### src/design/dsf_pkg.sv
/*
 * Shared constants for the 24-bit SPI slave frame front end and its master.
 * Assumes a single 100 MHz system clock on both ends.
 */
package dsf_pkg;

	// ----------------------------------------------------------------
	// Frame layout
	// ----------------------------------------------------------------
	localparam int unsigned FRAME_BITS    = 24;
	localparam logic [7:0]  FRAME_CNT     = 8'h18;  // Clock count of a legal frame
	localparam logic [7:0]  ADDR_CNT      = 8'h08;  // Clocks until the address byte is in
	localparam int unsigned ADDR_MARK_POS = 23;     // Address byte MSB, must be one
	localparam int unsigned LAST_ADDRESS_BYTE_TOKEN_POS      = 22;     // Last address byte token
	localparam int unsigned SEL_MSB       = 21;     // Register selector A[4:0]
	localparam int unsigned SEL_LSB       = 17;
	localparam int unsigned OP_POS        = 16;     // Operation bit
	localparam logic [4:0]  STATUS_CLR_ADDR = 5'h10; // Clear here releases the reset bit

	// ----------------------------------------------------------------
	// Global status byte bit positions
	// ----------------------------------------------------------------
	localparam int unsigned ST_GEF  = 7;
	localparam int unsigned ST_FS   = 6;
	localparam int unsigned ST_TE   = 5;
	localparam int unsigned ST_POWER_ON_RESET_NEGATED_BIT = 4;
	localparam int unsigned ST_SUPPLY_ERROR_BIT = 3;
	localparam int unsigned ST_DRAIN_SOURCE_MONITOR_ERROR_BIT = 2;
	localparam int unsigned ST_OC   = 1;
	localparam int unsigned ST_PROTOCOL_ERROR_BIT = 0;
	localparam logic        POWER_ON_RESET_NEGATED_BIT_RST = 1'b0;

	// ----------------------------------------------------------------
	// Timing
	// ----------------------------------------------------------------
	localparam int unsigned CLK_FREQ_HZ    = 100_000_000;
	localparam int unsigned CLK_PERIOD_NS  = 10;
	localparam int unsigned THERM_FILT_US  = 10;
	localparam int unsigned THERM_FILT_CYC = THERM_FILT_US * (CLK_FREQ_HZ / 1_000_000);
	localparam int unsigned SCLK_PERIOD_NS = 160;
	localparam int unsigned SCLK_HALF_CYC  = SCLK_PERIOD_NS / (2 * CLK_PERIOD_NS);

	// ----------------------------------------------------------------
	// Master APB register map
	// ----------------------------------------------------------------
	localparam logic [11:0] OFS_TX   = 12'h000;
	localparam logic [11:0] OFS_RX   = 12'h004;
	localparam logic [11:0] OFS_STAT = 12'h008;
	localparam int unsigned STAT_BUSY_POS = 0;
	localparam int unsigned STAT_GEF_POS  = 1;

	// ----------------------------------------------------------------
	// Master sequencer states
	// ----------------------------------------------------------------
	typedef enum logic [5:0] {
		ST_IDLE = 6'h01,
		ST_LEAD = 6'h02,
		ST_HIGH = 6'h04,
		ST_LOW  = 6'h08,
		ST_LAG  = 6'h10,
		ST_GAP  = 6'h20
	} dsf_mst_state_t;

endpackage : dsf_pkg

### src/design/dsf_spi_if.sv
/*
 * Four-wire SPI link between the frame slave and the master.
 * Resolves the shared return line from the slave's low-active enable.
 */
`timescale 1ns/1ps
interface dsf_spi_if;
	logic cs_n;
	logic sclk;
	logic mosi;
	logic miso_out;
	logic miso_oe_n;
	wire  miso;

	// Released return line reads as its pull-up level, never the last bit
	assign miso = miso_oe_n ? 1'b1 : miso_out;

	modport device (
		input  cs_n,
		input  sclk,
		input  mosi,
		output miso_out,
		output miso_oe_n
	);

	modport master (
		output cs_n,
		output sclk,
		output mosi,
		input  miso
	);
endinterface : dsf_spi_if

### src/design/dsf_sync.sv
/*
 * Three-stage input synchroniser with agreement filter.
 * Assumes the inputs are asynchronous to clock_i.
 */
`timescale 1ns/1ps
module dsf_sync #(
	parameter int unsigned W       = 1,
	parameter logic [W-1:0] RST_VAL = '0
) (
	input  wire logic         clock_i,
	input  wire logic         srst_i,
	input  wire logic [W-1:0] din_i,
	output logic      [W-1:0] level_o
);
	logic [W-1:0] s1_q;
	logic [W-1:0] s2_q;
	logic [W-1:0] s3_q;

	// Plain shift chain; stage one feeds stage two only
	always_ff @(posedge clock_i) begin
		if (srst_i) begin
			s1_q <= RST_VAL;
			s2_q <= RST_VAL;
			s3_q <= RST_VAL;
		end else begin
			s1_q <= din_i;
			s2_q <= s1_q;
			s3_q <= s2_q;
		end
	end

	// A change counts only once stages two and three agree
	always_ff @(posedge clock_i) begin
		if (srst_i) begin
			level_o <= RST_VAL;
		end else begin
			level_o <= (s2_q & s3_q) | (level_o & (s2_q ^ s3_q));
		end
	end
endmodule : dsf_sync

### src/design/dsf_device.sv
/*
 * Slave end of the 24-bit SPI frame: sampling, in-frame response,
 * global status byte, thermal filters and commit at chip-select release.
 * Assumes register storage lives outside: the selected word is read on
 * sel_data_i and writes or clears leave as a one-cycle strobe.
 */
`timescale 1ns/1ps
module dsf_device import dsf_pkg::*; #(
	parameter int unsigned FILT_CYC = THERM_FILT_CYC
) (
	input  wire logic        clock_i,
	input  wire logic        srst_i,
	dsf_spi_if.device        spi,
	input  wire logic        fail_safe_i,
	input  wire logic        thermal_warning_i,
	input  wire logic        thermal_shutdown_i,
	input  wire logic        supply_uv_i,
	input  wire logic        supply_ov_i,
	input  wire logic        cp_uv_i,
	input  wire logic        vds_error_i,
	input  wire logic        overcurrent_i,
	output logic       [4:0]  sel_addr_o,
	input  wire logic [15:0] sel_data_i,
	output logic              wr_stb_o,
	output logic       [4:0]  wr_addr_o,
	output logic      [15:0] wr_data_o,
	output logic              wr_op_clear_o
);
	localparam int unsigned CW = $clog2(FILT_CYC + 1);

	// ----------------------------------------------------------------
	// Input conditioning
	// ----------------------------------------------------------------
	logic [4:0] lvl;
	logic [4:0] prev_q;
	logic       cs_n_l;
	logic       sclk_l;
	logic       mosi_l;
	logic [1:0] therm_raw;

	// Link pins and thermal comparators come from outside the clock domain
	// Reset levels match the idle pins so no false clock edge follows reset
	dsf_sync #(.W(5), .RST_VAL(5'h01)) u_sync (
		.clock_i (clock_i),
		.srst_i  (srst_i),
		.din_i   ({thermal_shutdown_i, thermal_warning_i, spi.mosi, spi.sclk, spi.cs_n}),
		.level_o (lvl)
	);

	assign cs_n_l    = lvl[0];
	assign sclk_l    = lvl[1];
	assign mosi_l    = lvl[2];
	assign therm_raw = lvl[4:3];

	// Previous filtered levels for edge finding
	always_ff @(posedge clock_i) begin
		if (srst_i) begin
			prev_q <= 5'h01;
		end else begin
			prev_q <= lvl;
		end
	end

	logic cs_fall;
	logic cs_rise;
	logic sclk_rise;
	logic sclk_fall;

	// Clock edges only count inside a frame
	assign cs_fall   = prev_q[0] & ~cs_n_l;
	assign cs_rise   = ~prev_q[0] & cs_n_l;
	assign sclk_rise = ~prev_q[1] & sclk_l & ~cs_n_l;
	assign sclk_fall = prev_q[1] & ~sclk_l & ~cs_n_l;

	// ----------------------------------------------------------------
	// Thermal filters
	// ----------------------------------------------------------------
	logic [1:0] therm_q;

	// A level must hold for the full filter time before it is reported
	for (genvar g = 0; g < 2; g++) begin : g_filt
		logic [CW-1:0] cnt_q;
		always_ff @(posedge clock_i) begin
			if (srst_i) begin
				cnt_q      <= '0;
				therm_q[g] <= 1'b0;
			end else if (therm_raw[g] == therm_q[g]) begin
				cnt_q <= '0;
			end else if (cnt_q == CW'(FILT_CYC - 1)) begin
				cnt_q      <= '0;
				therm_q[g] <= therm_raw[g];
			end else begin
				cnt_q <= cnt_q + 1'b1;
			end
		end
	end

	// ----------------------------------------------------------------
	// Global status byte
	// ----------------------------------------------------------------
	logic       power_on_reset_negated_bit_q;
	logic       protocol_error_bit_q;
	logic [7:0] status;

	always_comb begin
		status          = 8'h00;
		status[ST_FS]   = fail_safe_i;
		status[ST_TE]   = therm_q[0] | therm_q[1];
		status[ST_POWER_ON_RESET_NEGATED_BIT] = power_on_reset_negated_bit_q;
		status[ST_SUPPLY_ERROR_BIT] = supply_uv_i | supply_ov_i | cp_uv_i;
		status[ST_DRAIN_SOURCE_MONITOR_ERROR_BIT] = vds_error_i;
		status[ST_OC]   = overcurrent_i;
		status[ST_PROTOCOL_ERROR_BIT] = protocol_error_bit_q;
		status[ST_GEF]  = |(status ^ (8'h01 << ST_POWER_ON_RESET_NEGATED_BIT));
	end

	// ----------------------------------------------------------------
	// Frame reception
	// ----------------------------------------------------------------
	logic [23:0] in_q;
	logic  [7:0] fall_cnt_q;
	logic  [7:0] rise_cnt_q;
	logic        pol_err_q;

	// Shift in on falling edges, MSB arrives first
	always_ff @(posedge clock_i) begin
		if (srst_i) begin
			in_q <= 24'h000000;
		end else if (sclk_fall) begin
			in_q <= {in_q[22:0], mosi_l};
		end
	end

	// Edge counters saturate so very long frames stay flagged
	always_ff @(posedge clock_i) begin
		if (srst_i) begin
			fall_cnt_q <= 8'h00;
			rise_cnt_q <= 8'h00;
		end else if (cs_fall) begin
			fall_cnt_q <= 8'h00;
			rise_cnt_q <= 8'h00;
		end else begin
			if (sclk_fall && fall_cnt_q != 8'hFF) begin
				fall_cnt_q <= fall_cnt_q + 8'h01;
			end
			if (sclk_rise && rise_cnt_q != 8'hFF) begin
				rise_cnt_q <= rise_cnt_q + 8'h01;
			end
		end
	end

	// Clock seen high at either select edge is a polarity fault
	always_ff @(posedge clock_i) begin
		if (srst_i) begin
			pol_err_q <= 1'b0;
		end else if (cs_fall) begin
			pol_err_q <= sclk_l;
		end else if (cs_rise && sclk_l) begin
			pol_err_q <= 1'b1;
		end
	end

	// Selector is taken as soon as the address byte is complete
	always_ff @(posedge clock_i) begin
		if (srst_i) begin
			sel_addr_o <= 5'h00;
		end else if (sclk_fall && fall_cnt_q == ADDR_CNT - 8'h01) begin
			// Seven bits are in, so the selector sits seventeen places lower
			sel_addr_o <= in_q[SEL_MSB-FRAME_BITS+7:SEL_LSB-FRAME_BITS+7];
		end
	end

	// ----------------------------------------------------------------
	// Serial output
	// ----------------------------------------------------------------
	logic  [7:0] snap_q;
	logic [15:0] resp_q;
	logic        miso_q;
	logic  [4:0] rc;

	assign rc = rise_cnt_q[4:0];

	// Response is latched at the first rising edge after the address byte
	always_ff @(posedge clock_i) begin
		if (srst_i) begin
			resp_q <= 16'h0000;
		end else if (sclk_rise && rise_cnt_q == ADDR_CNT) begin
			resp_q <= sel_data_i;
		end
	end

	// Status is frozen at select fall so the flag and byte agree
	always_ff @(posedge clock_i) begin
		if (srst_i) begin
			snap_q <= 8'h00;
			miso_q <= 1'b0;
		end else if (cs_fall) begin
			snap_q <= status;
			miso_q <= status[ST_GEF];
		end else if (sclk_rise) begin
			if (rise_cnt_q < ADDR_CNT) begin
				miso_q <= snap_q[3'(5'h07 - rc)];
			end else if (rise_cnt_q == ADDR_CNT) begin
				miso_q <= sel_data_i[15];
			end else if (rise_cnt_q < FRAME_CNT) begin
				miso_q <= resp_q[4'(5'h17 - rc)];
			end else begin
				miso_q <= 1'b0;
			end
		end
	end

	assign spi.miso_out  = miso_q;
	assign spi.miso_oe_n = cs_n_l;

	// ----------------------------------------------------------------
	// Commit at select release
	// ----------------------------------------------------------------
	logic addr_ok;
	logic count_bad;
	logic frame_ok;
	logic frame_err;

	// Exactly 24 clocks, a proper address byte and no polarity fault make a frame good
	assign addr_ok   = in_q[ADDR_MARK_POS] & in_q[LAST_ADDRESS_BYTE_TOKEN_POS];
	assign count_bad = (fall_cnt_q != 8'h00) &&
	                   ((fall_cnt_q < FRAME_CNT) ||
	                    (fall_cnt_q > FRAME_CNT && fall_cnt_q[2:0] != 3'h0));
	assign frame_ok  = (fall_cnt_q == FRAME_CNT) && addr_ok && !pol_err_q;
	assign frame_err = count_bad || pol_err_q || (fall_cnt_q == FRAME_CNT && !addr_ok);

	// Writes leave only at the rising select edge, never mid-frame
	always_ff @(posedge clock_i) begin
		if (srst_i) begin
			wr_stb_o      <= 1'b0;
			wr_addr_o     <= 5'h00;
			wr_data_o     <= 16'h0000;
			wr_op_clear_o <= 1'b0;
		end else begin
			wr_stb_o <= cs_rise && frame_ok && in_q[OP_POS];
			if (cs_rise && frame_ok) begin
				wr_addr_o     <= in_q[SEL_MSB:SEL_LSB];
				wr_data_o     <= in_q[15:0];
				wr_op_clear_o <= in_q[OP_POS];
			end
		end
	end

	// Reset bit starts at zero and is released by a clear frame to STATUS_CLR_ADDR
	always_ff @(posedge clock_i) begin
		if (srst_i) begin
			power_on_reset_negated_bit_q <= POWER_ON_RESET_NEGATED_BIT_RST;
		end else if (cs_rise && frame_ok && in_q[OP_POS] &&
		             in_q[SEL_MSB:SEL_LSB] == STATUS_CLR_ADDR) begin
			power_on_reset_negated_bit_q <= 1'b1;
		end
	end

	// Protocol fault shows in the next frame; a good frame clears it
	always_ff @(posedge clock_i) begin
		if (srst_i) begin
			protocol_error_bit_q <= 1'b0;
		end else if (cs_rise && frame_err) begin
			protocol_error_bit_q <= 1'b1;
		end else if (cs_rise && frame_ok) begin
			protocol_error_bit_q <= 1'b0;
		end
	end
endmodule : dsf_device

### src/flat_wrapper.sv
// flat-port wrapper written by rule: the top's interface ports become plain ports
module dsf_device_flat import dsf_pkg::*;
#(
	parameter int unsigned FILT_CYC = THERM_FILT_CYC
)
  (clock_i, srst_i, fail_safe_i, thermal_warning_i, thermal_shutdown_i, supply_uv_i, supply_ov_i, cp_uv_i, vds_error_i, overcurrent_i, sel_addr_o, sel_data_i, wr_stb_o, wr_addr_o, wr_data_o, wr_op_clear_o, spi_cs_n, spi_sclk, spi_mosi, spi_miso_out, spi_miso_oe_n);
  dsf_spi_if spi_i ();
  input  wire logic clock_i;
  input  wire logic srst_i;
  input  wire logic fail_safe_i;
  input  wire logic thermal_warning_i;
  input  wire logic thermal_shutdown_i;
  input  wire logic supply_uv_i;
  input  wire logic supply_ov_i;
  input  wire logic cp_uv_i;
  input  wire logic vds_error_i;
  input  wire logic overcurrent_i;
  output logic       [4:0] sel_addr_o;
  input  wire logic [15:0] sel_data_i;
  output logic wr_stb_o;
  output logic       [4:0] wr_addr_o;
  output logic      [15:0] wr_data_o;
  output logic wr_op_clear_o;
  input wire logic [$bits(spi_i.cs_n)-1:0] spi_cs_n;
  input wire logic [$bits(spi_i.sclk)-1:0] spi_sclk;
  input wire logic [$bits(spi_i.mosi)-1:0] spi_mosi;
  output wire logic [$bits(spi_i.miso_out)-1:0] spi_miso_out;
  output wire logic [$bits(spi_i.miso_oe_n)-1:0] spi_miso_oe_n;
  assign spi_i.cs_n = spi_cs_n;
  assign spi_i.sclk = spi_sclk;
  assign spi_i.mosi = spi_mosi;
  assign spi_miso_out = spi_i.miso_out;
  assign spi_miso_oe_n = spi_i.miso_oe_n;
  dsf_device #(.FILT_CYC(FILT_CYC)) u_core (.clock_i(clock_i), .srst_i(srst_i), .spi(spi_i), .fail_safe_i(fail_safe_i), .thermal_warning_i(thermal_warning_i), .thermal_shutdown_i(thermal_shutdown_i), .supply_uv_i(supply_uv_i), .supply_ov_i(supply_ov_i), .cp_uv_i(cp_uv_i), .vds_error_i(vds_error_i), .overcurrent_i(overcurrent_i), .sel_addr_o(sel_addr_o), .sel_data_i(sel_data_i), .wr_stb_o(wr_stb_o), .wr_addr_o(wr_addr_o), .wr_data_o(wr_data_o), .wr_op_clear_o(wr_op_clear_o));
endmodule
### config.mk
export PLATFORM = sky130hd
export DESIGN_NAME = dsf_device_flat
export DESIGN_NICKNAME = d
export VERILOG_FILES = /design/src/design/dsf_pkg.sv /design/src/design/dsf_spi_if.sv /design/src/design/dsf_sync.sv /design/src/design/dsf_device.sv /design/src/flat_wrapper.sv
export SDC_FILE = /design/constraint.sdc
export NUM_CORES = 1
export LEC_CHECK = 0
export BUFFER_PORTS_ARGS = -buffer_cell sky130_fd_sc_hd__buf_4
export CAP_MARGIN = 15
export CELL_PAD_IN_SITES_DETAIL_PLACEMENT = 2
export CELL_PAD_IN_SITES_GLOBAL_PLACEMENT = 2
export CORE_MARGIN = 2
export CORE_UTILIZATION = 36
export CTS_CLUSTER_DIAMETER = 200
export DETAILED_ROUTE_END_ITERATION = 10
export GPL_ROUTABILITY_DRIVEN = 0
export GPL_TIMING_DRIVEN = 0
export PLACE_DENSITY = 0.89
export SYNTH_ARGS = -nofsm -noshare
export SYNTH_HDL_FRONTEND = slang
export SYNTH_SLANG_ARGS = --single-unit
export TNS_END_PERCENT = 100
### constraint.sdc
create_clock -name clock_i -period 2.2 [get_ports clock_i]
set_input_delay 0.33 -clock clock_i [delete_from_list [all_inputs] [get_ports clock_i]]
set_output_delay 0.33 -clock clock_i [all_outputs]
set_load 0.02 [all_outputs]
==> out/summary.txt, run 1 <==
Antenna Nets Post-Route = 0
CTS tree = yes
Fin Hold WS = 128 ps
Slowest-stage cell, CP = nor3_1
Gate power share = 2.3%
Final Hold Fails = 0
Met1 usage = 25.0%
Die X = 128 µm
Yosys cell types = 51
Buf+Inv Stages, Crit Path = 1
GR peak layer = met2
Critical-path cell list = nor3_1 > nand4_4 > buf_2 > mux2i_1 > nor2_1
CTS root buf = clkbuf_16
Synth area leader = dfxtp_1
Initial Util = 36.5%
Crit start category = flip-flop
Reg2reg setup slack = 90 ps
Via-to-Cell Ratio = 5.28
Clk Latency, worst-skew pair = 420 ps
Die height = 128 µm
PwrDens = 871 nW/µm²
Asr flop ratio synth = 0%
Fill count = 1,602
Worst Setup End Kind = flip-flop
Layout cells sized above 1 = 17.7%
Leakage = 2.66 nW
Max-cap viol count = 0
Fin. max-slew vios = 0
NetSw = 1.21 mW
Die ar. = 16,300 µm²
Outcome = finished, final reports clean
Flops & latches, synth = 140
Mux contribution to synthesized area = 7.36%
Avg WL per Cell = 19.9 µm
Largest net degree at the start of global routing = 17
Net Sw Frac = 20.1%
DRC = 0
Layout Utilization = 45.6%
Number of clock buffers inserted by TritonCTS = 17
Post-synthesis sequential area ratio = 50.9%
# hold bufs at CTS = 0
Grt met2 use = 42.7%
H-tree lvl count = 4
Initial antenna violation count = 0
Num rows = 45
WL final = 17,500 µm
Reg clk slew, reported paths = 60 ps
Area contributors post-synth = dfxtp_1 (51%), nand2_1 (7.9%), a21oi_1 (5.3%), mux2i_1 (4.9%), nor2_1 (4.5%)
Worst-margin pin slew = 697 ps
IO buf count = 57
Final worst-path cycle share = 95.9%
Synth top cells by count = dfxtp_1 (140), nand2_1 (116), nor2_1 (66)
Setup CP Type = reg -> reg
Total of warnings raised by yosys = 0
Met3 Resource Use GR = 4.30%
Clock tree buffer depth = 2
GRT Overall Usage = 22.5%
Final number of setup-violating endpoints = 0
Pre-antenna DRT Iters = 6
Most frequent cell after synthesis = dfxtp_1
Hold-critical path depth = 2
Synth Area in Adders = 2.27%
Fmax = 474 MHz
Worst slew margin = 53.2%
Critical Path AT = 2400 ps
XOR/XNOR Fraction of Synth Area = 4.14%
Total congestion overflow = 0
Hold Crit Class = in -> reg
Int Power = 4.79 mW
Detailed placement HPWL = 11,700 µm
Largest family of logic cells by synthesized area = simple AND/OR/NAND/NOR gates
Cell family with most CP delay = simple AND/OR/NAND/NOR gates
CTS sink cnt = 140
Vias = 4,645
Worst EP required = 2490 ps
Core ar. = 15,100 µm²
Overall power = 6.00 mW
First-pass GRT wire length = 28,400 µm
Multi-input gate area = 2560 µm²
VDD IR max = 689 µV
Inst Count DP = 846
Hold Crit Start = spi_cs_n
Register Area = 2800 µm²
Synth Net Count = 640
RSZ-0062 raised after global routing = false
Worst Hold End = u_core.u_sync.s1_q[0]
Worst R2R End = u_core.resp_q[15]
R2r worst-path depth = 5
Nets = 717
Main synth FF type = dfxtp_1
Simple-Gate Fraction of Synth Area = 21.8%
Antenna fix cells = 0
Min Tclk post-route = 2110 ps
FF-to-FF Start = u_core.rise_cnt_q[7]
Cells after synthesis = 601
Area Growth Syn to Fin = 25.0%
Final std cells w/o fill = 879
Crit Path Max Fanout = 10
Post-synthesis compound-gate area fraction = 10.4%
Iter 0 DRT Violations = 217
Number of global-route vias before repair = 5,292
Avg Cell Area, Syn = 9.16 µm²
Worst path max stage delay = 610 ps
Sequential share of power = 42.7%
Share of the synthesized area in the top cell type = 50.9%
Final Skew = 7.03 ps
Mapped cell area = 5510 µm²
Post-synth EDFFs = 0
Clk network pwr share = 55.0%
Io pins = 59
==> logic make-up (layout without fill, tap and decap cells) <==
logic type	after synthesis	in the layout
flip-flops	140	140
adder cells (fa/ha/maj)	10	10
XOR/XNOR	26	26
multiplexers	33	33
AND/OR/NAND/NOR	261	261
AO/OA/AOI/OAI	92	92
buffers and inverters	39	129
==> per-layer routing <==
metal  routed length (µm)  part of all wire (%)
met4                  345                   2.0
met5                    0                     0
met2                 9330                    53
met1                 7330                    42
met3                  508                   2.9
==> timing repair <==
| item | 4_1_cts | 5_1_grt |
|---|---|---|
| pin swaps | 1 | 0 |
| resized for setup | 3 | 5 |
| buffers inserted | 1 | 0 |
| endpoints found under the hold margin | 0 | 0 |
| endpoints found under the setup margin | 9 | 36 |
==> cell type report <==
cell class | count | share of cell area (%)
inverter | 8 | 0.436
buffer | 31 | 2.09
timing repair buffer | 58 | 6.33
tap | 188 | 3.42
sequential | 140 | 40.7
multi-input combinational | 422 | 37.2
clock inverter | 12 | 3.14
clock buffer | 20 | 6.64
==> power groups by stage <==
stage | Combinational [mW] | Sequential, mW | Clock (mW)
after floorplan | 0.0575 | 2.62 | 0
after global routing | 0.147 | 2.56 | 3.46
after detailed placement | 0.135 | 2.62 | 0
final | 0.135 | 2.56 | 3.30
after global placement | 0.127 | 2.62 | 0
after CTS | 0.137 | 2.56 | 3.34
==> layout by cell type, fill, tap and decap left out, types with 3 or more instances in the layout <==
cell type  synthesis  routed
dfxtp_1          140     140
nand2_1          116     116
nor2_1            66      66
a21oi_1           58      58
buf_4              0      58
mux2i_1           27      27
clkbuf_1          19      19
clkbuf_16          0      17
xnor2_1           15      15
nor2b_1           16      15
nor3_1            12      11
xor2_1            11      11
ha_1              10      10
buf_2              9       9
inv_1              8       8
nand4_1            8       8
nand3_1            7       7
or4_1              6       6
mux4_2             6       6
bufinv_16          0       6
o21ai_0            5       5
a22o_1             5       5
nand2b_1           4       4
o2111ai_1          4       4
or2_2              4       4
clkinv_2           0       4
and4_1             3       3
o31ai_1            3       3
and3_1             3       3
a41oi_1            3       3
nor4_1             3       3
==> per-stage QoR <==
step | setup WS [ps] | area, µm² | setup TNS, ps
after detailed placement | -281 | 6170 | -1160
after CTS | 13.3 | 6870 | 0
after floorplan | 339 | 5510 | 0
after global placement | -137 | 6170 | -673
final | 90.3 | 6880 | 0
after global routing | 19.6 | 6880 | 0
==> registers in the layout, summed over array words and instances (netlist names) <==
register / flops
u_core.fall_cnt_q: 8
u_core.g_filt.cnt_q: 20
u_core.in_q: 24
u_core.pol_err_q: 1
u_core.power_on_reset_negated_bit_q: 1
u_core.prev_q: 2
u_core.protocol_error_bit_q: 1
u_core.resp_q: 16
u_core.rise_cnt_q: 8
u_core.sel_addr_o: 5
u_core.snap_q: 8
u_core.spi.miso_out: 1
u_core.therm_q: 2
u_core.u_sync.level_o: 5
u_core.u_sync.s1_q: 5
u_core.u_sync.s2_q: 5
u_core.u_sync.s3_q: 5
u_core.wr_addr_o: 5
u_core.wr_data_o: 16
u_core.wr_op_clear_o: 1
u_core.wr_stb_o: 1
==> how the worst max path moves through the flow <==
stage | from | endpoint | slack (ps) | cells after the start
CTS | u_core.rise_cnt_q[1] | u_core.resp_q[15] | 10 | 6
floorplan | u_core.fall_cnt_q[0] | u_core.wr_addr_o[4] | 340 | 8
finish | u_core.rise_cnt_q[7] | u_core.resp_q[15] | 90 | 5
global route | u_core.fall_cnt_q[3] | u_core.wr_data_o[13] | 20 | 7
global placement | u_core.fall_cnt_q[0] | u_core.sel_addr_o[0] | -140 | 5
detailed placement | u_core.fall_cnt_q[0] | u_core.sel_addr_o[1] | -280 | 5
No activity file was read; power rests on OpenSTA's default activity.
==> inputs of run 2 (changes only) <==
CORE_ASPECT_RATIO = 0.75   (was unset)
==> out/summary.txt, run 2 (same netlist as run 1, synthesis figures left out) <==
Outcome = finished, final reports clean
Max-cap viol count = 0
Nets = 716
Worst R2R End = u_core.wr_addr_o[4]
Fill count = 1,592
# hold bufs at CTS = 0
Iter 0 DRT Violations = 212
Via-to-Cell Ratio = 5.33
Final std cells w/o fill = 895
Largest register by flop count = u_core.in_q
H-tree lvl count = 4
Io pins = 59
Total congestion overflow = 0
Setup TNS = 0 ps
PwrDens = 856 nW/µm²
Area Growth Syn to Fin = 25.5%
Largest regs = u_core.in_q: 24 flops, u_core.g_filt.cnt_q: 20 flops
Crit Path Max Fanout = 10
Reg2reg setup slack = 20 ps
Final worst-path cycle share = 99.2%
Worst slew margin = 53.9%
Fin Hold WS = 78.4 ps
Most frequent cells in the layout = dfxtp_1 (138), nand2_1 (116), nor2_1 (66)
Largest net degree at the start of global routing = 17
VDD IR max = 634 µV
First-pass GRT wire length = 31,500 µm
Clock tree buffer depth = 2
Layout Utilization = 45.8%
IO buf count = 57
Initial antenna violation count = 0
Worst-margin pin slew = 692 ps
Num rows = 39
Hold Crit Class = in -> reg
Worst EP required = 2480 ps
Vias = 4,771
Die ar. = 16,300 µm²
Initial Util = 36.5%
CTS sink cnt = 140
Final Skew = 11.2 ps
DRC = 0
CTS root buf = clkbuf_16
Pre-antenna DRT Iters = 4
Fin. max-slew vios = 0
Fin area = 6910 µm²
Pre-CTS setup slack = -251 ps
Number of clock buffers inserted by TritonCTS = 17
Most used cell, CP = buf_6
Antenna fix cells = 0
Clk Latency, worst-skew pair = 440 ps
Reg clk slew, reported paths = 70 ps
Die height = 111 µm
Antenna Nets Post-Route = 0
CTS tree = yes
Fmax = 458 MHz
Setup CP Type = reg -> reg
Final Hold Fails = 0
Inst Count DP = 863
Leakage = 2.65 nW
Overall power = 5.92 mW
Placed Area = 6190 µm²
FF-to-FF Start = u_core.u_sync.level_o[0]
Layout cells sized above 1 = 18.0%
Slowest-stage cell, CP = or4_1
GRT Overall Usage = 25.5%
Most common cell after layout, fill and taps aside = dfxtp_1
Final number of setup-violating endpoints = 0
Max FFs per register = 24
Hold Crit Start = spi_cs_n
Die X = 147 µm
Critical-path cell list = clkbuf_4 > nand4b_1 > or4_1 > buf_6 > buf_6 > nand2_1 > a21oi_1
Final worst slack = 18.1 ps
Crit start category = flip-flop
Worst Hold End = u_core.u_sync.s1_q[0]
Hold-critical path depth = 2
Min Tclk post-route = 2180 ps
Avg WL per Cell = 22.3 µm
Detailed placement HPWL = 11,900 µm
Worst Setup End Kind = flip-flop
WL final = 20,000 µm
R2r worst-path depth = 7
Critical Path AT = 2460 ps
Worst path max stage delay = 520 ps
Core ar. = 15,100 µm²
Number of global-route vias before repair = 5,557
## run 2: power breakdown
group	total [mW]	internal, mW	switching [mW]
clock	3.21	2.02	1.19
combinational	0.141	0.0565	0.0847
sequential	2.56	2.55	0.0111
## run 2: how the worst max path moves through the flow
stage | start | slack, ps | end
final | u_core.u_sync.level_o[0] | 20 | u_core.wr_addr_o[4]
after global routing | u_core.fall_cnt_q[4] | -60 | u_core.wr_addr_o[4]
after CTS | u_core.rise_cnt_q[3] | 0.4 | u_core.resp_q[9]
after detailed placement | u_core.fall_cnt_q[0] | -250 | u_core.sel_addr_o[1]
after global placement | u_core.fall_cnt_q[0] | -140 | u_core.sel_addr_o[2]
after floorplan | u_core.fall_cnt_q[0] | 340 | u_core.wr_addr_o[4]
## run 2: routing by layer
| metal | vias up | GRT usage, % | share of wire (%) |
|---|---|---|---|
| li1 | 2208 | - | - |
| met1 | 2389 | 28.6 | 41 |
| met2 | 115 | 45.0 | 51 |
| met3 | 59 | 5.19 | 3.4 |
| met4 | 0 | 14.4 | 4.3 |
| met5 | - | 0 | 0 |
## run 2: timing repair
item | 4_1_cts | 5_1_grt
pin swaps | 1 | 1
setup endpoints to repair | 9 | 49
hold endpoints to repair | 0 | 0
resized for setup | 5 | 12
buffers inserted | 1 | 0
## run 2: critical path: cells and delay by family, from the launching register on
kind	cells	cell delay (ps)
flip-flops	1	440
AO/OA/AOI/OAI	1	90
buffers and inverters	3	620
AND/OR/NAND/NOR	3	880
## run 2: cell type report
class / count / area [µm²] / area share, %
flip-flops and latches: 140 / 2810 / 40.6
multi-input cells: 422 / 2590 / 37.5
clock buffers: 23 / 488 / 7.06
repair buffers: 58 / 435 / 6.30
well taps: 205 / 256 / 3.71
clock inverters: 9 / 156 / 2.26
plain buffers: 30 / 149 / 2.15
inverters: 8 / 30.0 / 0.435
